===== config.mk =====
export PLATFORM = sky130hd
export DESIGN_NAME = rtf_framer
export DESIGN_NICKNAME = d
export VERILOG_FILES = /design/src/rtf_fifo_mem.v /design/src/rtf_framer.v
export VERILOG_INCLUDE_DIRS = /design/src
export SDC_FILE = /design/constraint.sdc
export NUM_CORES = 1
export LEC_CHECK = 0
export ABC_CLOCK_PERIOD_IN_PS = 3350
export BUFFER_PORTS_ARGS = -buffer_cell sky130_fd_sc_hd__buf_4
export CORE_ASPECT_RATIO = 2
export CORE_MARGIN = 1.5
export CORE_UTILIZATION = 45
export DETAILED_ROUTE_END_ITERATION = 10
export PLACE_DENSITY = 0.67
export SYNTH_ARGS = -nofsm -noshare
export SYNTH_HDL_FRONTEND = slang
export SYNTH_SLANG_ARGS = --single-unit

===== constraint.sdc =====
create_clock -name core_clk -period 3.35 [get_ports core_clk]
set_input_delay 0.335 -clock core_clk [delete_from_list [all_inputs] [get_ports core_clk]]
set_output_delay 0.335 -clock core_clk [all_outputs]
set_load 0.005 [all_outputs]

===== src/rtf_regs.vh =====
// Purpose: register offsets, field positions, reset values and command codes of the framer
// Assumes: included by the framer files by bare name
// Notes: offsets are the 6-bit register addresses seen by the serial front end
`ifndef RTF_REGS_VH
`define RTF_REGS_VH

// ----------------------------------------------------------------
// register offsets
// ----------------------------------------------------------------
`define RTF_ADDR_RX_LENGTH_LOW 6'h3b
`define RTF_ADDR_TX_SETTINGS 6'h3c
`define RTF_ADDR_TX_LENGTH_HIGH 6'h3d
`define RTF_ADDR_TX_LENGTH_LOW 6'h3e
`define RTF_ADDR_FIFO_DATA 6'h3f

// ----------------------------------------------------------------
// reset values and field positions
// ----------------------------------------------------------------
`define RTF_RST_REG 8'h00
`define RTF_TXS_CRC_SEL 3
`define RTF_TXS_FORCE_CAL 2
`define RTF_TXS_WMASK 8'h0f
`define RTF_TXL_WMASK 8'hfe

// ----------------------------------------------------------------
// direct command codes
// ----------------------------------------------------------------
`define RTF_CMD_TX_CRC 8'h90
`define RTF_CMD_TX_NOCRC 8'h91
`define RTF_CMD_QUERY 8'h98
`define RTF_CMD_SHORT_LAST 8'h9c
`define RTF_CMD_LONG_REPLY 8'h9f

// ----------------------------------------------------------------
// lengths and sizes
// ----------------------------------------------------------------
`define RTF_RXLEN_SHORT 8'h10
`define RTF_RXLEN_LONG 8'h20
`define RTF_FIFO_DEPTH 6'd48
`define RTF_FIFO_LAST 6'd47
`define RTF_CRC16_LEN 5'd16
`define RTF_CRC5_LEN 5'd5
`define RTF_CRC16_POLY 16'h1021
`define RTF_CRC16_INIT 16'hffff
`define RTF_CRC5_POLY 5'h09
`define RTF_CRC5_INIT 5'h09

`endif


===== src/rtf_fifo_mem.v =====
// Purpose: 48-byte storage behind the cyclic framer FIFO
// Assumes: one write and one read port, read data registered
// Notes: contents are not reset; pointers in the framer define validity
`timescale 1ns/100ps
`include "rtf_regs.vh"

module rtf_fifo_mem
(
    // clock
    input wire core_clk,
    // write side
    input wire wr_en,
    input wire [5:0] wr_addr,
    input wire [7:0] wr_data,
    // read side
    input wire rd_en,
    input wire [5:0] rd_addr,
    output reg [7:0] rd_data
);

reg [7:0] mem [0:47];

always @(posedge core_clk)
begin
    if (wr_en)
    begin
        mem[wr_addr] <= wr_data;
    end
    if (rd_en)
    begin
        rd_data <= mem[rd_addr];
    end
end

endmodule


===== src/rtf_framer.v =====
// Purpose: framing registers, cyclic FIFO and bit-level transmit/receive framing control
// Assumes: register, command and link strobes all come from logic on core_clk
// Notes: reads answer two cycles after the strobe; tx bits leave msb first
//
// Notes on behaviour
// - the low eight bits of the expected receive length live at 3bh and are preset by short commands.
// - commands 98h to 9ch load the expected receive length with sixteen bits.
// - command 9fh loads the expected receive length with thirty-two bits.
// - transmit settings bit 3 picks the appended crc, 0 for crc-16 and 1 for crc-5.
// - the query command 98h always sends the calibration period in its preamble.
// - with transmit settings bit 2 set, commands 90h and 91h also send the calibration period.
// - transmit settings bits 1 and 0 supply the session field of the query command.
// - the complete byte count is 3dh followed by bits 7 to 4 of 3eh, twelve bits in all.
// - bits 3 to 1 of 3eh count the bits of a final partial byte sent after the complete bytes.
// - the data port at 3fh reaches a 2 x 24 byte fifo that is filled and drained cyclically.
// - a reception that ends shorter than the expected length raises a short-reception error.
// - loading more bytes than the fifo buffers can take sets a sticky overflow flag.
`timescale 1ns/100ps
`include "rtf_regs.vh"

module rtf_framer
(
    // clock and reset
    input wire core_clk,
    input wire rst_n,
    // register port from the serial front end
    input wire [5:0] reg_addr,
    input wire [7:0] reg_wdata,
    input wire reg_write,
    input wire reg_read,
    output reg [7:0] reg_rdata,
    output reg reg_rdata_valid,
    // direct commands and neighbour register bits
    input wire [7:0] cmd_code,
    input wire cmd_valid,
    input wire [3:0] rx_length_high,
    // receive link
    input wire rx_bit_valid,
    input wire rx_end,
    input wire [7:0] rx_byte,
    input wire rx_byte_valid,
    output reg rx_byte_ready,
    output reg rx_short_error,
    // transmit link
    output reg tx_bit,
    output reg tx_bit_valid,
    input wire tx_bit_ready,
    output reg tx_busy,
    output reg tx_done,
    output reg tx_calibration_preamble,
    output reg tx_crc_select,
    output reg [1:0] tx_session,
    // fifo status
    output reg [5:0] fifo_level,
    output reg fifo_overflow
);

localparam ST_IDLE = 2'd0;
localparam ST_DATA = 2'd1;
localparam ST_CRC = 2'd2;

// ----------------------------------------------------------------
// registers
// ----------------------------------------------------------------
reg [7:0] rx_length_low;
reg [7:0] tx_settings;
reg [7:0] tx_length_high;
reg [7:0] tx_length_low_and_partial;

wire wr_rxl = reg_write && (reg_addr == `RTF_ADDR_RX_LENGTH_LOW);
wire wr_fifo = reg_write && (reg_addr == `RTF_ADDR_FIFO_DATA);
wire rd_fifo = reg_read && (reg_addr == `RTF_ADDR_FIFO_DATA);
wire short_cmd = cmd_valid && (cmd_code >= `RTF_CMD_QUERY) && (cmd_code <= `RTF_CMD_SHORT_LAST);
wire long_cmd = cmd_valid && (cmd_code == `RTF_CMD_LONG_REPLY);
wire [11:0] tx_byte_count = {tx_length_high, tx_length_low_and_partial[7:4]};
wire [2:0] partial_byte_bits = tx_length_low_and_partial[3:1];

always @(posedge core_clk or negedge rst_n)
begin
    if (!rst_n)
    begin
        rx_length_low <= `RTF_RST_REG;
        tx_settings <= `RTF_RST_REG;
        tx_length_high <= `RTF_RST_REG;
        tx_length_low_and_partial <= `RTF_RST_REG;
    end
    else
    begin
        // sixteen- or thirty-two-bit command preset, wins over a host write
        if (short_cmd)
            rx_length_low <= `RTF_RXLEN_SHORT;
        else if (long_cmd)
            rx_length_low <= `RTF_RXLEN_LONG;
        else if (wr_rxl)
            rx_length_low <= reg_wdata;
        // unused high bits of the settings are kept at zero
        if (reg_write && (reg_addr == `RTF_ADDR_TX_SETTINGS))
            tx_settings <= reg_wdata & `RTF_TXS_WMASK;
        if (reg_write && (reg_addr == `RTF_ADDR_TX_LENGTH_HIGH))
            tx_length_high <= reg_wdata;
        if (reg_write && (reg_addr == `RTF_ADDR_TX_LENGTH_LOW))
            tx_length_low_and_partial <= reg_wdata & `RTF_TXL_WMASK;
    end
end

// ----------------------------------------------------------------
// cyclic fifo
// ----------------------------------------------------------------
reg [5:0] wr_ptr;
reg [5:0] rd_ptr;
reg pop_tx_q;
reg pop_host_q;
reg [1:0] buf_cnt;
reg [1:0] tx_state;
reg [12:0] fetch_left;
wire [7:0] mem_rdata;

wire rx_push = rx_byte_valid && rx_byte_ready;
wire push_req = wr_fifo || rx_push;
wire fifo_full = (fifo_level == `RTF_FIFO_DEPTH);
wire do_push = push_req && !fifo_full;
// transmit fetch, limited so the two-entry buffer never overruns
wire tx_pop = (tx_state == ST_DATA) && (fetch_left != 13'd0) && (fifo_level != 6'd0)
    && (({1'b0, buf_cnt} + {2'b00, pop_tx_q}) < 3'd2);
// transmit owns the read port while it fetches; a host read then returns zero
wire host_pop = rd_fifo && !tx_pop && (fifo_level != 6'd0);
wire do_pop = tx_pop || host_pop;

rtf_fifo_mem u_mem
(
    .core_clk(core_clk),
    .wr_en(do_push),
    .wr_addr(wr_ptr),
    .wr_data(rx_push ? rx_byte : reg_wdata),
    .rd_en(do_pop),
    .rd_addr(rd_ptr),
    .rd_data(mem_rdata)
);

always @(posedge core_clk or negedge rst_n)
begin
    if (!rst_n)
    begin
        wr_ptr <= 6'h00;
        rd_ptr <= 6'h00;
        fifo_level <= 6'h00;
        fifo_overflow <= 1'b0;
        pop_tx_q <= 1'b0;
        pop_host_q <= 1'b0;
        rx_byte_ready <= 1'b0;
    end
    else
    begin
        if (do_push)
            wr_ptr <= (wr_ptr == `RTF_FIFO_LAST) ? 6'h00 : wr_ptr + 6'h01;
        if (do_pop)
            rd_ptr <= (rd_ptr == `RTF_FIFO_LAST) ? 6'h00 : rd_ptr + 6'h01;
        fifo_level <= fifo_level + {5'h00, do_push} - {5'h00, do_pop};
        // sticky overflow, set wins over the command clear
        if ((push_req && fifo_full) || (wr_fifo && rx_push))
            fifo_overflow <= 1'b1;
        else if (cmd_valid)
            fifo_overflow <= 1'b0;
        pop_tx_q <= tx_pop;
        pop_host_q <= host_pop;
        // one slot of margin covers the registered ready
        rx_byte_ready <= (fifo_level < 6'd47);
    end
end

// ----------------------------------------------------------------
// register read answer
// ----------------------------------------------------------------
reg rd_q;
reg [5:0] rd_addr_q;
reg [7:0] next_rdata;

always @*
begin
    case (rd_addr_q)
        `RTF_ADDR_RX_LENGTH_LOW: next_rdata = rx_length_low;
        `RTF_ADDR_TX_SETTINGS: next_rdata = tx_settings;
        `RTF_ADDR_TX_LENGTH_HIGH: next_rdata = tx_length_high;
        `RTF_ADDR_TX_LENGTH_LOW: next_rdata = tx_length_low_and_partial;
        `RTF_ADDR_FIFO_DATA: next_rdata = pop_host_q ? mem_rdata : 8'h00;
        default: next_rdata = 8'h00;
    endcase
end

always @(posedge core_clk or negedge rst_n)
begin
    if (!rst_n)
    begin
        rd_q <= 1'b0;
        rd_addr_q <= 6'h00;
        reg_rdata <= 8'h00;
        reg_rdata_valid <= 1'b0;
    end
    else
    begin
        rd_q <= reg_read;
        rd_addr_q <= reg_addr;
        reg_rdata_valid <= rd_q;
        if (rd_q)
            reg_rdata <= next_rdata;
    end
end

// ----------------------------------------------------------------
// two-entry transmit buffer
// ----------------------------------------------------------------
reg [7:0] buf0;
reg [7:0] buf1;
wire buf_pop;

always @(posedge core_clk or negedge rst_n)
begin
    if (!rst_n)
    begin
        buf0 <= 8'h00;
        buf1 <= 8'h00;
        buf_cnt <= 2'd0;
    end
    else
    begin
        case ({pop_tx_q, buf_pop})
            2'b10:
            begin
                if (buf_cnt == 2'd0)
                    buf0 <= mem_rdata;
                else
                    buf1 <= mem_rdata;
                buf_cnt <= buf_cnt + 2'd1;
            end
            2'b01:
            begin
                buf0 <= buf1;
                buf_cnt <= buf_cnt - 2'd1;
            end
            2'b11:
            begin
                if (buf_cnt == 2'd1)
                    buf0 <= mem_rdata;
                else
                begin
                    buf0 <= buf1;
                    buf1 <= mem_rdata;
                end
            end
            default:
            begin
                buf_cnt <= buf_cnt;
            end
        endcase
    end
end

// ----------------------------------------------------------------
// transmit serialiser
// ----------------------------------------------------------------
reg [14:0] bits_left;
reg [7:0] shreg;
reg [3:0] sh_cnt;
reg [4:0] crc_left;
reg [15:0] crc16;
reg [4:0] crc5;
reg crc_on;

wire tx_cmd = cmd_valid && ((cmd_code == `RTF_CMD_TX_CRC) || (cmd_code == `RTF_CMD_TX_NOCRC));
wire query_cmd = cmd_valid && (cmd_code == `RTF_CMD_QUERY);
wire slot = !tx_bit_valid || tx_bit_ready;
assign buf_pop = (tx_state == ST_DATA) && slot && (bits_left != 15'd0)
    && (sh_cnt == 4'd0) && (buf_cnt != 2'd0);
wire emit_data = (tx_state == ST_DATA) && slot && (bits_left != 15'd0) && (sh_cnt != 4'd0);
wire fb16 = shreg[7] ^ crc16[15];
wire fb5 = shreg[7] ^ crc5[4];

always @(posedge core_clk or negedge rst_n)
begin
    if (!rst_n)
    begin
        tx_state <= ST_IDLE;
        bits_left <= 15'd0;
        fetch_left <= 13'd0;
        shreg <= 8'h00;
        sh_cnt <= 4'd0;
        crc_left <= 5'd0;
        crc16 <= `RTF_CRC16_INIT;
        crc5 <= `RTF_CRC5_INIT;
        crc_on <= 1'b0;
        tx_bit <= 1'b0;
        tx_bit_valid <= 1'b0;
        tx_busy <= 1'b0;
        tx_done <= 1'b0;
        tx_calibration_preamble <= 1'b0;
        tx_crc_select <= 1'b0;
        tx_session <= 2'b00;
    end
    else
    begin
        tx_done <= 1'b0;
        tx_session <= tx_settings[1:0];
        if (tx_bit_valid && tx_bit_ready)
            tx_bit_valid <= 1'b0;
        if (tx_pop)
            fetch_left <= fetch_left - 13'd1;
        case (tx_state)
            ST_IDLE:
            begin
                if (tx_cmd || query_cmd)
                begin
                    // query always, forced for plain transmits
                    tx_calibration_preamble <= query_cmd
                        || tx_settings[`RTF_TXS_FORCE_CAL];
                    // crc type latched for the frame
                    tx_crc_select <= tx_settings[`RTF_TXS_CRC_SEL];
                    crc_on <= (cmd_code != `RTF_CMD_TX_NOCRC);
                    bits_left <= {tx_byte_count, 3'b000} + {12'h000, partial_byte_bits};
                    fetch_left <= {1'b0, tx_byte_count} + {12'h000, (partial_byte_bits != 3'd0)};
                    crc16 <= `RTF_CRC16_INIT;
                    crc5 <= `RTF_CRC5_INIT;
                    sh_cnt <= 4'd0;
                    tx_busy <= 1'b1;
                    tx_state <= ST_DATA;
                end
            end
            ST_DATA:
            begin
                if (buf_pop)
                begin
                    shreg <= buf0;
                    sh_cnt <= 4'd8;
                end
                else if (emit_data)
                begin
                    tx_bit <= shreg[7];
                    tx_bit_valid <= 1'b1;
                    shreg <= {shreg[6:0], 1'b0};
                    sh_cnt <= sh_cnt - 4'd1;
                    bits_left <= bits_left - 15'd1;
                    crc16 <= {crc16[14:0], 1'b0} ^ (fb16 ? `RTF_CRC16_POLY : 16'h0000);
                    crc5 <= {crc5[3:0], 1'b0} ^ (fb5 ? `RTF_CRC5_POLY : 5'h00);
                end
                else if (slot && (bits_left == 15'd0) && !pop_tx_q)
                begin
                    // crc follows the data when enabled
                    crc_left <= tx_crc_select ? `RTF_CRC5_LEN : `RTF_CRC16_LEN;
                    tx_state <= crc_on ? ST_CRC : ST_IDLE;
                    tx_done <= !crc_on;
                    tx_busy <= crc_on;
                    tx_calibration_preamble <= tx_calibration_preamble && crc_on;
                end
            end
            ST_CRC:
            begin
                if (slot && (crc_left != 5'd0))
                begin
                    // crc-16 goes out inverted, crc-5 as held
                    tx_bit <= tx_crc_select ? crc5[4] : ~crc16[15];
                    tx_bit_valid <= 1'b1;
                    crc16 <= {crc16[14:0], 1'b0};
                    crc5 <= {crc5[3:0], 1'b0};
                    crc_left <= crc_left - 5'd1;
                end
                else if (slot)
                begin
                    tx_done <= 1'b1;
                    tx_busy <= 1'b0;
                    tx_calibration_preamble <= 1'b0;
                    tx_state <= ST_IDLE;
                end
            end
            default:
            begin
                tx_state <= ST_IDLE;
            end
        endcase
    end
end

// ----------------------------------------------------------------
// receive length check
// ----------------------------------------------------------------
reg [11:0] rx_cnt;

always @(posedge core_clk or negedge rst_n)
begin
    if (!rst_n)
    begin
        rx_cnt <= 12'h000;
        rx_short_error <= 1'b0;
    end
    else
    begin
        // compare against both length registers at frame end
        rx_short_error <= rx_end && (rx_cnt < {rx_length_high, rx_length_low});
        if (rx_end)
            rx_cnt <= 12'h000;
        else if (rx_bit_valid && (rx_cnt != 12'hfff))
            rx_cnt <= rx_cnt + 12'h001;
    end
end

endmodule


=== After elaboration in Yosys (flattened, before gate mapping) ===
Memories as Yosys holds them, arrays and structs flattened. A register that Yosys moved wholly into a read port is not among the register bits.
Index checks and enable logic that the tools add are counted.
Widths: inputs -> output; s select.

* Add/subtract/negate cells: 14
* Order comparisons: 5
* Equal/unequal tests: 37
* Muxes and demuxes: 88
* Bitwise operators: 5
* Reductions and logical operators: 76

{| class="wikitable"
|+ Operators by type and width
! operator !! number
|-
| $mux 8 || 11
|-
| $eq 6x6->1 const B || 13
|-
| $mux 16 || 4
|-
| $mux 13 || 4
|-
| $pmux 16 s3 || 1
|-
| $mux 15 || 3
|-
| $mux 5 || 9
|-
| $pmux 8 s5 || 1
|-
| $eq 8x8->1 const B || 4
|-
| $logic_and 1x1->1 || 32
|-
| $pmux 15 s2 || 1
|-
| $mux 1 || 27
|-
| $mux 12 || 2
|-
| $pmux 8 s3 || 1
|-
| $ne 2x2->1 const B || 10
|-
| $mux 4 || 4
|-
| $pmux 8 s2 || 1
|-
| $reduce_bool 2->1 || 8
|-
| $xor 16x13->16 || 1
|-
| $add 15x3->15 || 1
|-
| $logic_not 15->1 || 1
|-
| $pmux 5 s3 || 1
|-
| $reduce_bool 15->1 || 1
|-
| $sub 15x1->15 const B || 1
|-
| other kinds (48) || 83
|}

* Register bits: 173
* Bits in writable memories: 384
* Input port bits: 43
* Output and inout port bits: 26
* Logic and storage cells: 262
* Memories kept: 1

{| class="wikitable"
|+ Memories
! name !! depth !! bits a word !! rd ports !! clocked after Yosys merged registers in !! write ports !! RTL line !! text
|-
| u_mem.mem || 48 || 8 || 1 || 1 || 1 || rtf_fifo_mem.v:21 || <nowiki>reg [7:0] mem [0:47];</nowiki>
|}

=== Longest topological paths before layout ===
Gate-level depths: netlist of run 1.

* Depth in word-level cells: 9
* Mapped depth: 16
* Depth with buffers taken out: 16

=== Modules after synthesis ===
Synthesis of run 1 repeated with hierarchy kept, for this count alone.

* Cells, all modules: 1754
* Area, all modules: 25040.3 um^2

{| class="wikitable"
|+ By module, submodules not included
! module !! instances !! cells each !! area an instance (um^2) !! sequential area each (um^2)
|-
| rtf_fifo_mem || 1 || 790 || 15414.8 || 11771.3
|-
| rtf_framer || 1 || 964 || 9625.5 || 4351.7
|}

=== Worst setup path after synthesis of run 1 ===
OpenSTA, ideal clock, no wires.

* Path kind: register to register
* Start point: reg tx_state[1]
* End point: reg fifo_level[4]
* Setup time: 122 ps
* Data arrival time: 2982 ps
* Data required time: 3228 ps
* Setup slack: 245 ps
* Stages on the path, launching flop included: 17
* Buffers on the path: 0
* Period minus slack after synthesis: 3105 ps
* Path through: dfrtp_1 -> inv_1 -> ha_1 -> nor2b_1 -> nand2_1 -> o21a_1 -> nor2_1 -> ha_1 -> inv_1 -> ha_1 -> inv_1 -> fa_1 -> inv_1 -> a21oi_1 -> nor2_1 -> nor2_1 -> xnor2_1

* Word-level cells in the longest chain between the ends: 9

{| class="wikitable"
|+ Ends and longest elaborated chain
! item !! RTL line !! text
|-
| from (decl) || rtf_framer.v:114 || <nowiki>reg [1:0] tx_state;</nowiki>
|-
| from (signal assigned) || rtf_framer.v:348 || <nowiki>tx_state <= crc_on ? ST_CRC : ST_IDLE;</nowiki>
|-
| $eq 2x1->1 (*) || rtf_framer.v:123 || <nowiki>wire tx_pop = (tx_state == ST_DATA) && (fetch_left != 13'd0) && (fifo_level != 6'd0)</nowiki>
|-
| $logic_and 1x1->1 (*) (2 in a row) || rtf_framer.v:123 ||
|-
| $logic_and 1x1->1 (*) || rtf_framer.v:124 || <nowiki>&& (({1'b0, buf_cnt} + {2'b00, pop_tx_q}) < 3'd2);</nowiki>
|-
| $logic_not 1->1 || rtf_framer.v:126 || <nowiki>wire host_pop = rd_fifo && !tx_pop && (fifo_level != 6'd0);</nowiki>
|-
| $logic_and 1x1->1 (2 in a row) || rtf_framer.v:126 ||
|-
| $logic_or 1x1->1 (*) || rtf_framer.v:127 || <nowiki>wire do_pop = tx_pop || host_pop;</nowiki>
|-
| $sub 6x1->6 (*) || rtf_framer.v:158 || <nowiki>fifo_level <= fifo_level + {5'h00, do_push} - {5'h00, do_pop};</nowiki>
|-
| to (signal assigned) || rtf_framer.v:158 ||
|-
| to (decl) || rtf_framer.v:54 || <nowiki>output reg [5:0] fifo_level,</nowiki>
|}

Mark *: on every way between the ends. The rest lies on a longest branch, timed or not.
A chain may end at the register's enable or synchronous reset.

=== Worst setup path in the final report of run 1 ===
* Start point: reg tx_state[1]
* End point: reg bits_left[2]

* Word-level cells in the longest chain between the ends: 7
* Elaborated cells on any way between the ends: 13
* Those cells by class: eq/ne: 4; mux: 1; reduce/logical: 8

{| class="wikitable"
|+ Ends and longest elaborated chain
! item !! RTL line !! text
|-
| $eq 2x1->1 || rtf_framer.v:272, rtf_framer.v:274, rtf_framer.v:307 ||
|-
| $logic_and 1x1->1 (2 in a row) || rtf_framer.v:272, rtf_framer.v:274 ||
|-
| $logic_and 1x1->1 (2 in a row) || rtf_framer.v:273 || <nowiki>&& (sh_cnt == 4'd0) && (buf_cnt != 2'd0);</nowiki>
|-
| $ne 2x2->1 (no source line) || n/a ||
|-
| $reduce_and 4->1 (no source line) || n/a ||
|-
| to (signal assigned) || rtf_framer.v:318 || <nowiki>bits_left <= {tx_byte_count, 3'b000} + {12'h000, partial_byte_bits};</nowiki>
|-
| to (signal assigned) || rtf_framer.v:340 || <nowiki>bits_left <= bits_left - 15'd1;</nowiki>
|-
| to (decl) || rtf_framer.v:261 || <nowiki>reg [14:0] bits_left;</nowiki>
|}

Several ways; a longest one is shown, not always the timed one.

==> impl_metrics.yaml, run 1 <==
critical_path:
  crit_slowest_cell: "nor3_1"
  crit_arrival_ps: 3450
  cp_top_family: "simple AND/OR/NAND/NOR gates"
  startpoint_type: "flop"
  slowest_delay_ps: 1090
  crit_fanout: 31
  cp.required_ps: 3810
  cp-end-kind: "flop"
  crit_buf_inv: 2
  path_cells: "inv_1 > ha_1 > buf_4 > nand3_1 > nor3_1 > and3_1 > a311oi_1"
  worstSetupPathType: "flop to flop"
cells_and_area:
  n_antenna_cell: 0
  final_layout_size_suffix_gt1_share_pct: 22.9
  final_common_cell: "edfxtp_1"
  fillers: 4405
  final_cell_mix: "392 x edfxtp_1, 158 x buf_4, 153 x dfrtp_1, 121 x nor2_1, 82 x mux4_2"
  num-nets-final: 1893
  final_area_mm2: 0.0283
  area_growth_pct: 14.6
global_route:
  grt_antenna_before_repair: 0
  grt_max_degree: 66
  track_usage_pct: 22.6
  grt_pass1_wl_um: 94600
  overflow: 0
  grt_pass1_vias: 15800
cts:
  cts.sinks: 565
  path_clk_slew_ps: 70
  ctsHtreeMaxLevel: 2
  clock-root-buffer: "clkbuf_16"
  numCtsBuffers: 50
  ctsLongestPathBuffers: 3
  cts_setup_buffers: 0
  clk_latency_ps: 610
  cts_tree: "done"
flow_run:
  maxCapViolCount: 0
yosys:
  netlist.area_leader.share_pct: 47.7
  ys.warnings.count: 0
  synth_ff_type: "edfxtp_1"
  yosysTopAreaCell: "edfxtp_1"
  synth_area_mm2: 0.0247
  syn_nets: 1745
  async_reset_ff_share_pct: 30.6
  yosysSeqAreaShare_pct: 65.3
  synth.area.top_cells: "edfxtp_1 48%, dfrtp_1 16%, mux4_2 7.5%"
  syn_area_per_cell_um2: 14.9
  ys_types: 91
  ys_ff_latch: 565
  synth_cells: 1660
  synth_edf_count: 392
routing:
  vias: 15000
  first_pass_iters: 6
  post-route-drc-count: 0
  vias_per_cell: 5.92
  drt_iter0_drc: 1155
  wl_per_cell_um: 24.6
  ant_nets: 0
  wirelength_um: 62100
die:
  die_width_um: 169
  start_util_pct: 45.4
  die_area_mm2: 0.0564
  rows: 121
  fp.dieH_um: 334
  coreArea_mm2: 0.0544
  num_io_pins: 69
pwr:
  p_per_area_mw_per_mm2: 810
  peakVddDrop_mv: 0.544
  power.leakage_nw: 10.4
timing:
  clock_skew_ps: 53.7
  rsz0062_at_grt: "no"
  timing.final.max_slew_violations: 0
  post-route-period-util_pct: 89.5
  hold_viol: 0
  worst_pin_slew_ps: 1200
  finalSetupViolCount: 0
  fmax_ghz: 0.334
  post-route-min-period_ps: 3000
  whs_ps: 45.1
  setup_tns_ps: 0
  maxSlewHeadroom_pct: 19.6
  layout_setup_ws_ps: 352
placement:
  place.gp.congestion: 0.946
  numPortBuffers: 68
  pre_cts_ws_ps: 436
  dpl_cell_area_mm2: 0.0265
  dpl.hpwl_um: 44500
hold_path:
  hold_class: "input port to flop"
status:
  status: "complete, no violations"
-- report_power, final --
part,switching (mW),internal [mW],leakage [nW]
sequential,0.943,8.67,5.65
clock,2.64,3.23,0.801
combinational,4.22,3.21,3.95
total,7.81,15.1,10.4
-- metal layers --
metal / global-route usage [%] / routed length [µm] / vias up
met5: 0 / 0 / -
li1: - / - / 6704
met4: 13.4 / 4030 / 0
met3: 2.70 / 2530 / 156
met1: 22.6 / 20500 / 7608
met2: 43.9 / 35100 / 482
-- cell families after synthesis --
group | synth area share (%)
simple gates | 7.96
buf+inv | 2.56
flops | 65.3
xor+xnor | 1.53
mux | 12.8
compound gates | 7.67
fa+ha+maj | 2.20
-- cells in the mapped netlist, drive strengths merged (7+ instances only) --
master  number
xnor2       31
mux4        82
mux2i       74
nor3        24
edfxtp     392
nand4       12
nor2       121
and3        14
nand3b       9
dfrtp      155
nand2b       9
xor2        12
o221ai      10
a31oi       14
nor4        21
dfstp       18
o22ai       16
o31ai       12
ha          41
nor2b       14
nand2       81
a21oi       57
a22o        10
a22oi       31
nand3       31
clkbuf      38
buf         41
a21o         8
o21ai       42
mux2        50
inv         67
a211oi      18
or3          7
-- worst paths after layout --
| kind | to | cells after the start | slack [ps] | start |
|---|---|---|---|---|
| worst min-delay path | rx_cnt[7] | 2 | 50 | rx_end |
| worst min register to register | tx_session[1] | 0 | 430 | tx_settings[1] |
| worst max register to register | bits_left[2] | 7 | 350 | tx_state[1] |
| min in group asynchronous | tx_length_low_and_partial[2] | 2 | 220 | rst_n |
| worst max-delay path | bits_left[2] | 7 | 350 | tx_state[1] |
| max in group asynchronous | rd_ptr[0] | 3 | 2230 | rst_n |
-- layout make-up --
| cell class | instances | area [µm²] | area share [%] |
|---|---|---|---|
| multi-input cells | 948 | 7940 | 28.1 |
| flip-flops and latches | 565 | 16100 | 57.0 |
| well taps | 676 | 846 | 2.99 |
| clock inverters | 30 | 324 | 1.15 |
| inverters | 68 | 258 | 0.911 |
| clock buffers | 62 | 1360 | 4.80 |
| repair buffers | 175 | 1430 | 5.05 |
-- flip-flops by register name, summed over array words and instances, names as in the netlist, 7 cells and up --
signal,flops
crc16,16
buf1,8
u_mem.mem,384
tx_length_high,8
shreg,8
rx_length_low,8
u_mem.rd_data,8
rx_cnt,12
reg_rdata,8
tx_length_low_and_partial,7
bits_left,15
fetch_left,13
buf0,8
-- timing repair --
item,in CTS,in global routing
resized for setup,0,0
hold endpoints to repair,50,0
hold buffers,9,0
-- through the flow --
stage	utilization, %	instances	power [mW]
final	52.0	2524	22.9
after global routing	52.0	2524	24.0
after CTS	52.0	2524	23.1
after detailed placement	48.8	2423	17.2
after global placement	48.8	2423	17.0
after floorplan	-	1660	14.5
-- worst reg2reg max path, stage by stage (launching register included) --
cell      delay [ps]
dfrtp_1          410
inv_1            100
ha_1             180
buf_4            350
nand3_1          440
nor3_1          1090
and3_1           270
a311oi_1          50
Power figures use the tool's default switching activity.
==> run 2, diff against run 1 <==
ABC_AREA = 1   (was not set)
ABC_CLOCK_PERIOD_IN_PS = 2400   (was 3350)
PLACE_DENSITY = 0.69   (was 0.67)
clock period = 2.4 ns   (was 3.35 ns; I/O delays follow)
==> impl_metrics.yaml, run 2 <==
timing:
  clock_skew_ps: 31.3
  rsz0062_at_grt: "yes"
  post-route-min-period_ps: 2390
  timing.final.max_slew_violations: 0
  layout_setup_ws_ps: 13.9
  hold_viol: 0
  worst_pin_slew_ps: 675
  post-route-period-util_pct: 99.4
  maxSlewHeadroom_pct: 54.6
  fmax_ghz: 0.419
  whs_ps: 35.1
  finalSetupViolCount: 0
cells_and_area:
  register_area_mm2: 0.0161
  fillers: 4987
  n_antenna_cell: 0
  area_growth_pct: 17.5
  final_cell_mix: "669 x nand2_1, 392 x edfxtp_1, 391 x nor2_1, 250 x o21ai_0, 221 x buf_4"
  num-nets-final: 2989
  multi_input_area_mm2: 0.00886
  largest_register_ffs: 384
  final_area_mm2: 0.0305
  final_layout_size_suffix_gt1_share_pct: 14.5
  top_regs: "u_mem.mem (384), crc16 (16), bits_left (15)"
  top_register: "u_mem.mem"
  final_common_cell: "nand2_1"
routing:
  ant_nets: 0
  wl_per_cell_um: 19.4
  wirelength_um: 71600
  vias_per_cell: 5.40
  first_pass_iters: 5
  drt_iter0_drc: 1259
  vias: 20000
  post-route-drc-count: 0
yosys:
  ys.warnings.count: 0
  syn_area_per_cell_um2: 9.61
  yosys-top-cells-count: "671 x nand2_1, 398 x nor2_1, 392 x edfxtp_1"
  yosysSeqAreaShare_pct: 62.0
  async_reset_ff_share_pct: 30.6
  yosysMostFrequentCell: "nand2_1"
  netlist.area_leader.share_pct: 45.3
  synth_edf_count: 392
  synth_cells: 2704
  synth_area_mm2: 0.0260
  synth_ff_type: "edfxtp_1"
  ys_types: 50
  ys_ff_latch: 565
  synth.area.top_cells: "edfxtp_1 45%, dfrtp_1 15%, nand2_1 9.7%"
  yosysTopAreaCell: "edfxtp_1"
  syn_nets: 2789
global_route:
  grt_pass1_wl_um: 110000
  overflow: 0
  grt_pass1_vias: 20300
  grt_max_degree: 93
  track_usage_pct: 24.1
  grt_antenna_before_repair: 0
critical_path:
  startpoint_type: "flop"
  worstSetupPathType: "flop to flop"
  cp-end-kind: "flop"
  ff2ff_path_depth: 10
  crit_arrival_ps: 2680
  reg2reg_to: "u_mem.mem[29][3]"
  rr_startpoint: "fifo_level[4]"
  rrSetupSlack_ps: 10
  crit_fanout: 8
  cp.required_ps: 2690
pwr:
  power_mw: 36.0
  peakVddDrop_mv: 0.635
  power.leakage_nw: 12.5
  p_per_area_mw_per_mm2: 1180
placement:
  dpl_cell_area_mm2: 0.0285
  place.gp.congestion: 0.943
  dpl.hpwl_um: 49200
  numPortBuffers: 68
  pre_cts_ws_ps: -130
status:
  status: "complete, no violations"
cts:
  ctsLongestPathBuffers: 3
  cts_tree: "done"
  clk_latency_ps: 600
  ctsHtreeMaxLevel: 2
  path_clk_slew_ps: 70
  numCtsBuffers: 50
  cts.sinks: 565
  clock-root-buffer: "clkbuf_16"
die:
  die_width_um: 173
  rows: 124
  num_io_pins: 69
  start_util_pct: 45.5
  die_area_mm2: 0.0593
  coreArea_mm2: 0.0571
  fp.dieH_um: 343
hold_path:
  hold_end: "rx_cnt[3]"
  min_path_cells: 3
  hold_class: "input port to flop"
  hold_start: "rx_bit_valid"
flow_run:
  maxCapViolCount: 0
run 2: cell count changes after synthesis, sizes merged, moves of 20 or more:
cell,before,now
nand2,81,677
mux2,50,0
buf,41,69
nor4,21,1
o21ai,42,290
nor2,121,409
mux4,82,0
a22oi,31,1
nand4,12,36
nand3,31,214
inv,67,188
mux2i,74,2
run 2: worst max-delay path by stage:
| stage | from | slack (ps) | to | depth (start not counted) |
|---|---|---|---|---|
| detailed placement | fetch_left[6] | -130 | fifo_level[4] | 13 |
| CTS | tx_state[1] | -4 | fifo_level[4] | 14 |
| global route | fifo_level[4] | -50 | u_mem.mem[2][0] | 11 |
| finish | fifo_level[4] | 10 | u_mem.mem[29][3] | 10 |
| floorplan | rx_byte_ready | -300 | u_mem.mem[0][5] | 4 |
| global placement | fetch_left[4] | -110 | fifo_level[4] | 13 |
run 2: repair_timing:
item / CTS / global route
endpoints found under the setup margin: 17 / 104
hold buffers: 16 / 0
setup buffers: 0 / 5
gates resized for setup: 8 / 35
cloned: 0 / 1
pin swaps: 2 / 10
endpoints found under the hold margin: 68 / 0
run 2: cell families (layout without fill, tap and decap cells):
logic type / after synthesis / in the layout / synth area share [%]
xor gates and xnor gates: 37 / 37 / 1.25
buffers and inverters: 303 / 542 / 4.84
DFF: 565 / 565 / 62.0
adders and majority gates: 42 / 42 / 2.05
and+or+nand+nor: 1364 / 1365 / 21.8
muxes: 2 / 2 / 0.0770
AOI/OAI and AO/OA: 391 / 391 / 7.99
run 2: area by class of cell:
| type | count | area share [%] |
|---|---|---|
| sequential | 565 | 52.8 |
| multi-input combinational | 1837 | 29.0 |
| timing repair buffer | 259 | 7.30 |
| clock buffer | 57 | 4.21 |
| tap | 756 | 3.10 |
| inverter | 191 | 2.37 |
| clock inverter | 35 | 1.22 |
run 2: layer usage:
layer / part of all wire [%] / track usage [%] / up-vias
met1: 34 / 23.8 / 9548
li1: - / - / 9479
met5: 0 / 0 / -
met4: 8.6 / 19.1 / 0
met2: 54 / 45.7 / 695
met3: 4.2 / 2.48 / 263
run 2: critical path: stages (launching register included):
cell,delay [ps]
dfrtp_1,380
buf_4,140
ha_1,210
nand4_1,130
nand2_1,100
buf_4,170
clkinvlp_4,110
nand4_1,290
buf_4,280
nor2_1,90
buf_4,180
run 2: power breakdown:
part           switching [mW]  leakage [nW]  internal (mW)
clock network            3.68         0.797           4.54
registers               0.919          5.70           12.3
logic                    9.62          6.03           4.97
total                    14.2          12.5           21.8
run 2: metrics by stage:
stage	utilization, %	cells	setup TNS [ps]
finish	53.5	3700	0
CTS	53.2	3694	-4.36
global route	53.5	3700	-2350
floorplan	-	2704	-72470
detailed placement	49.9	3586	-1530
global placement	49.9	3586	-107
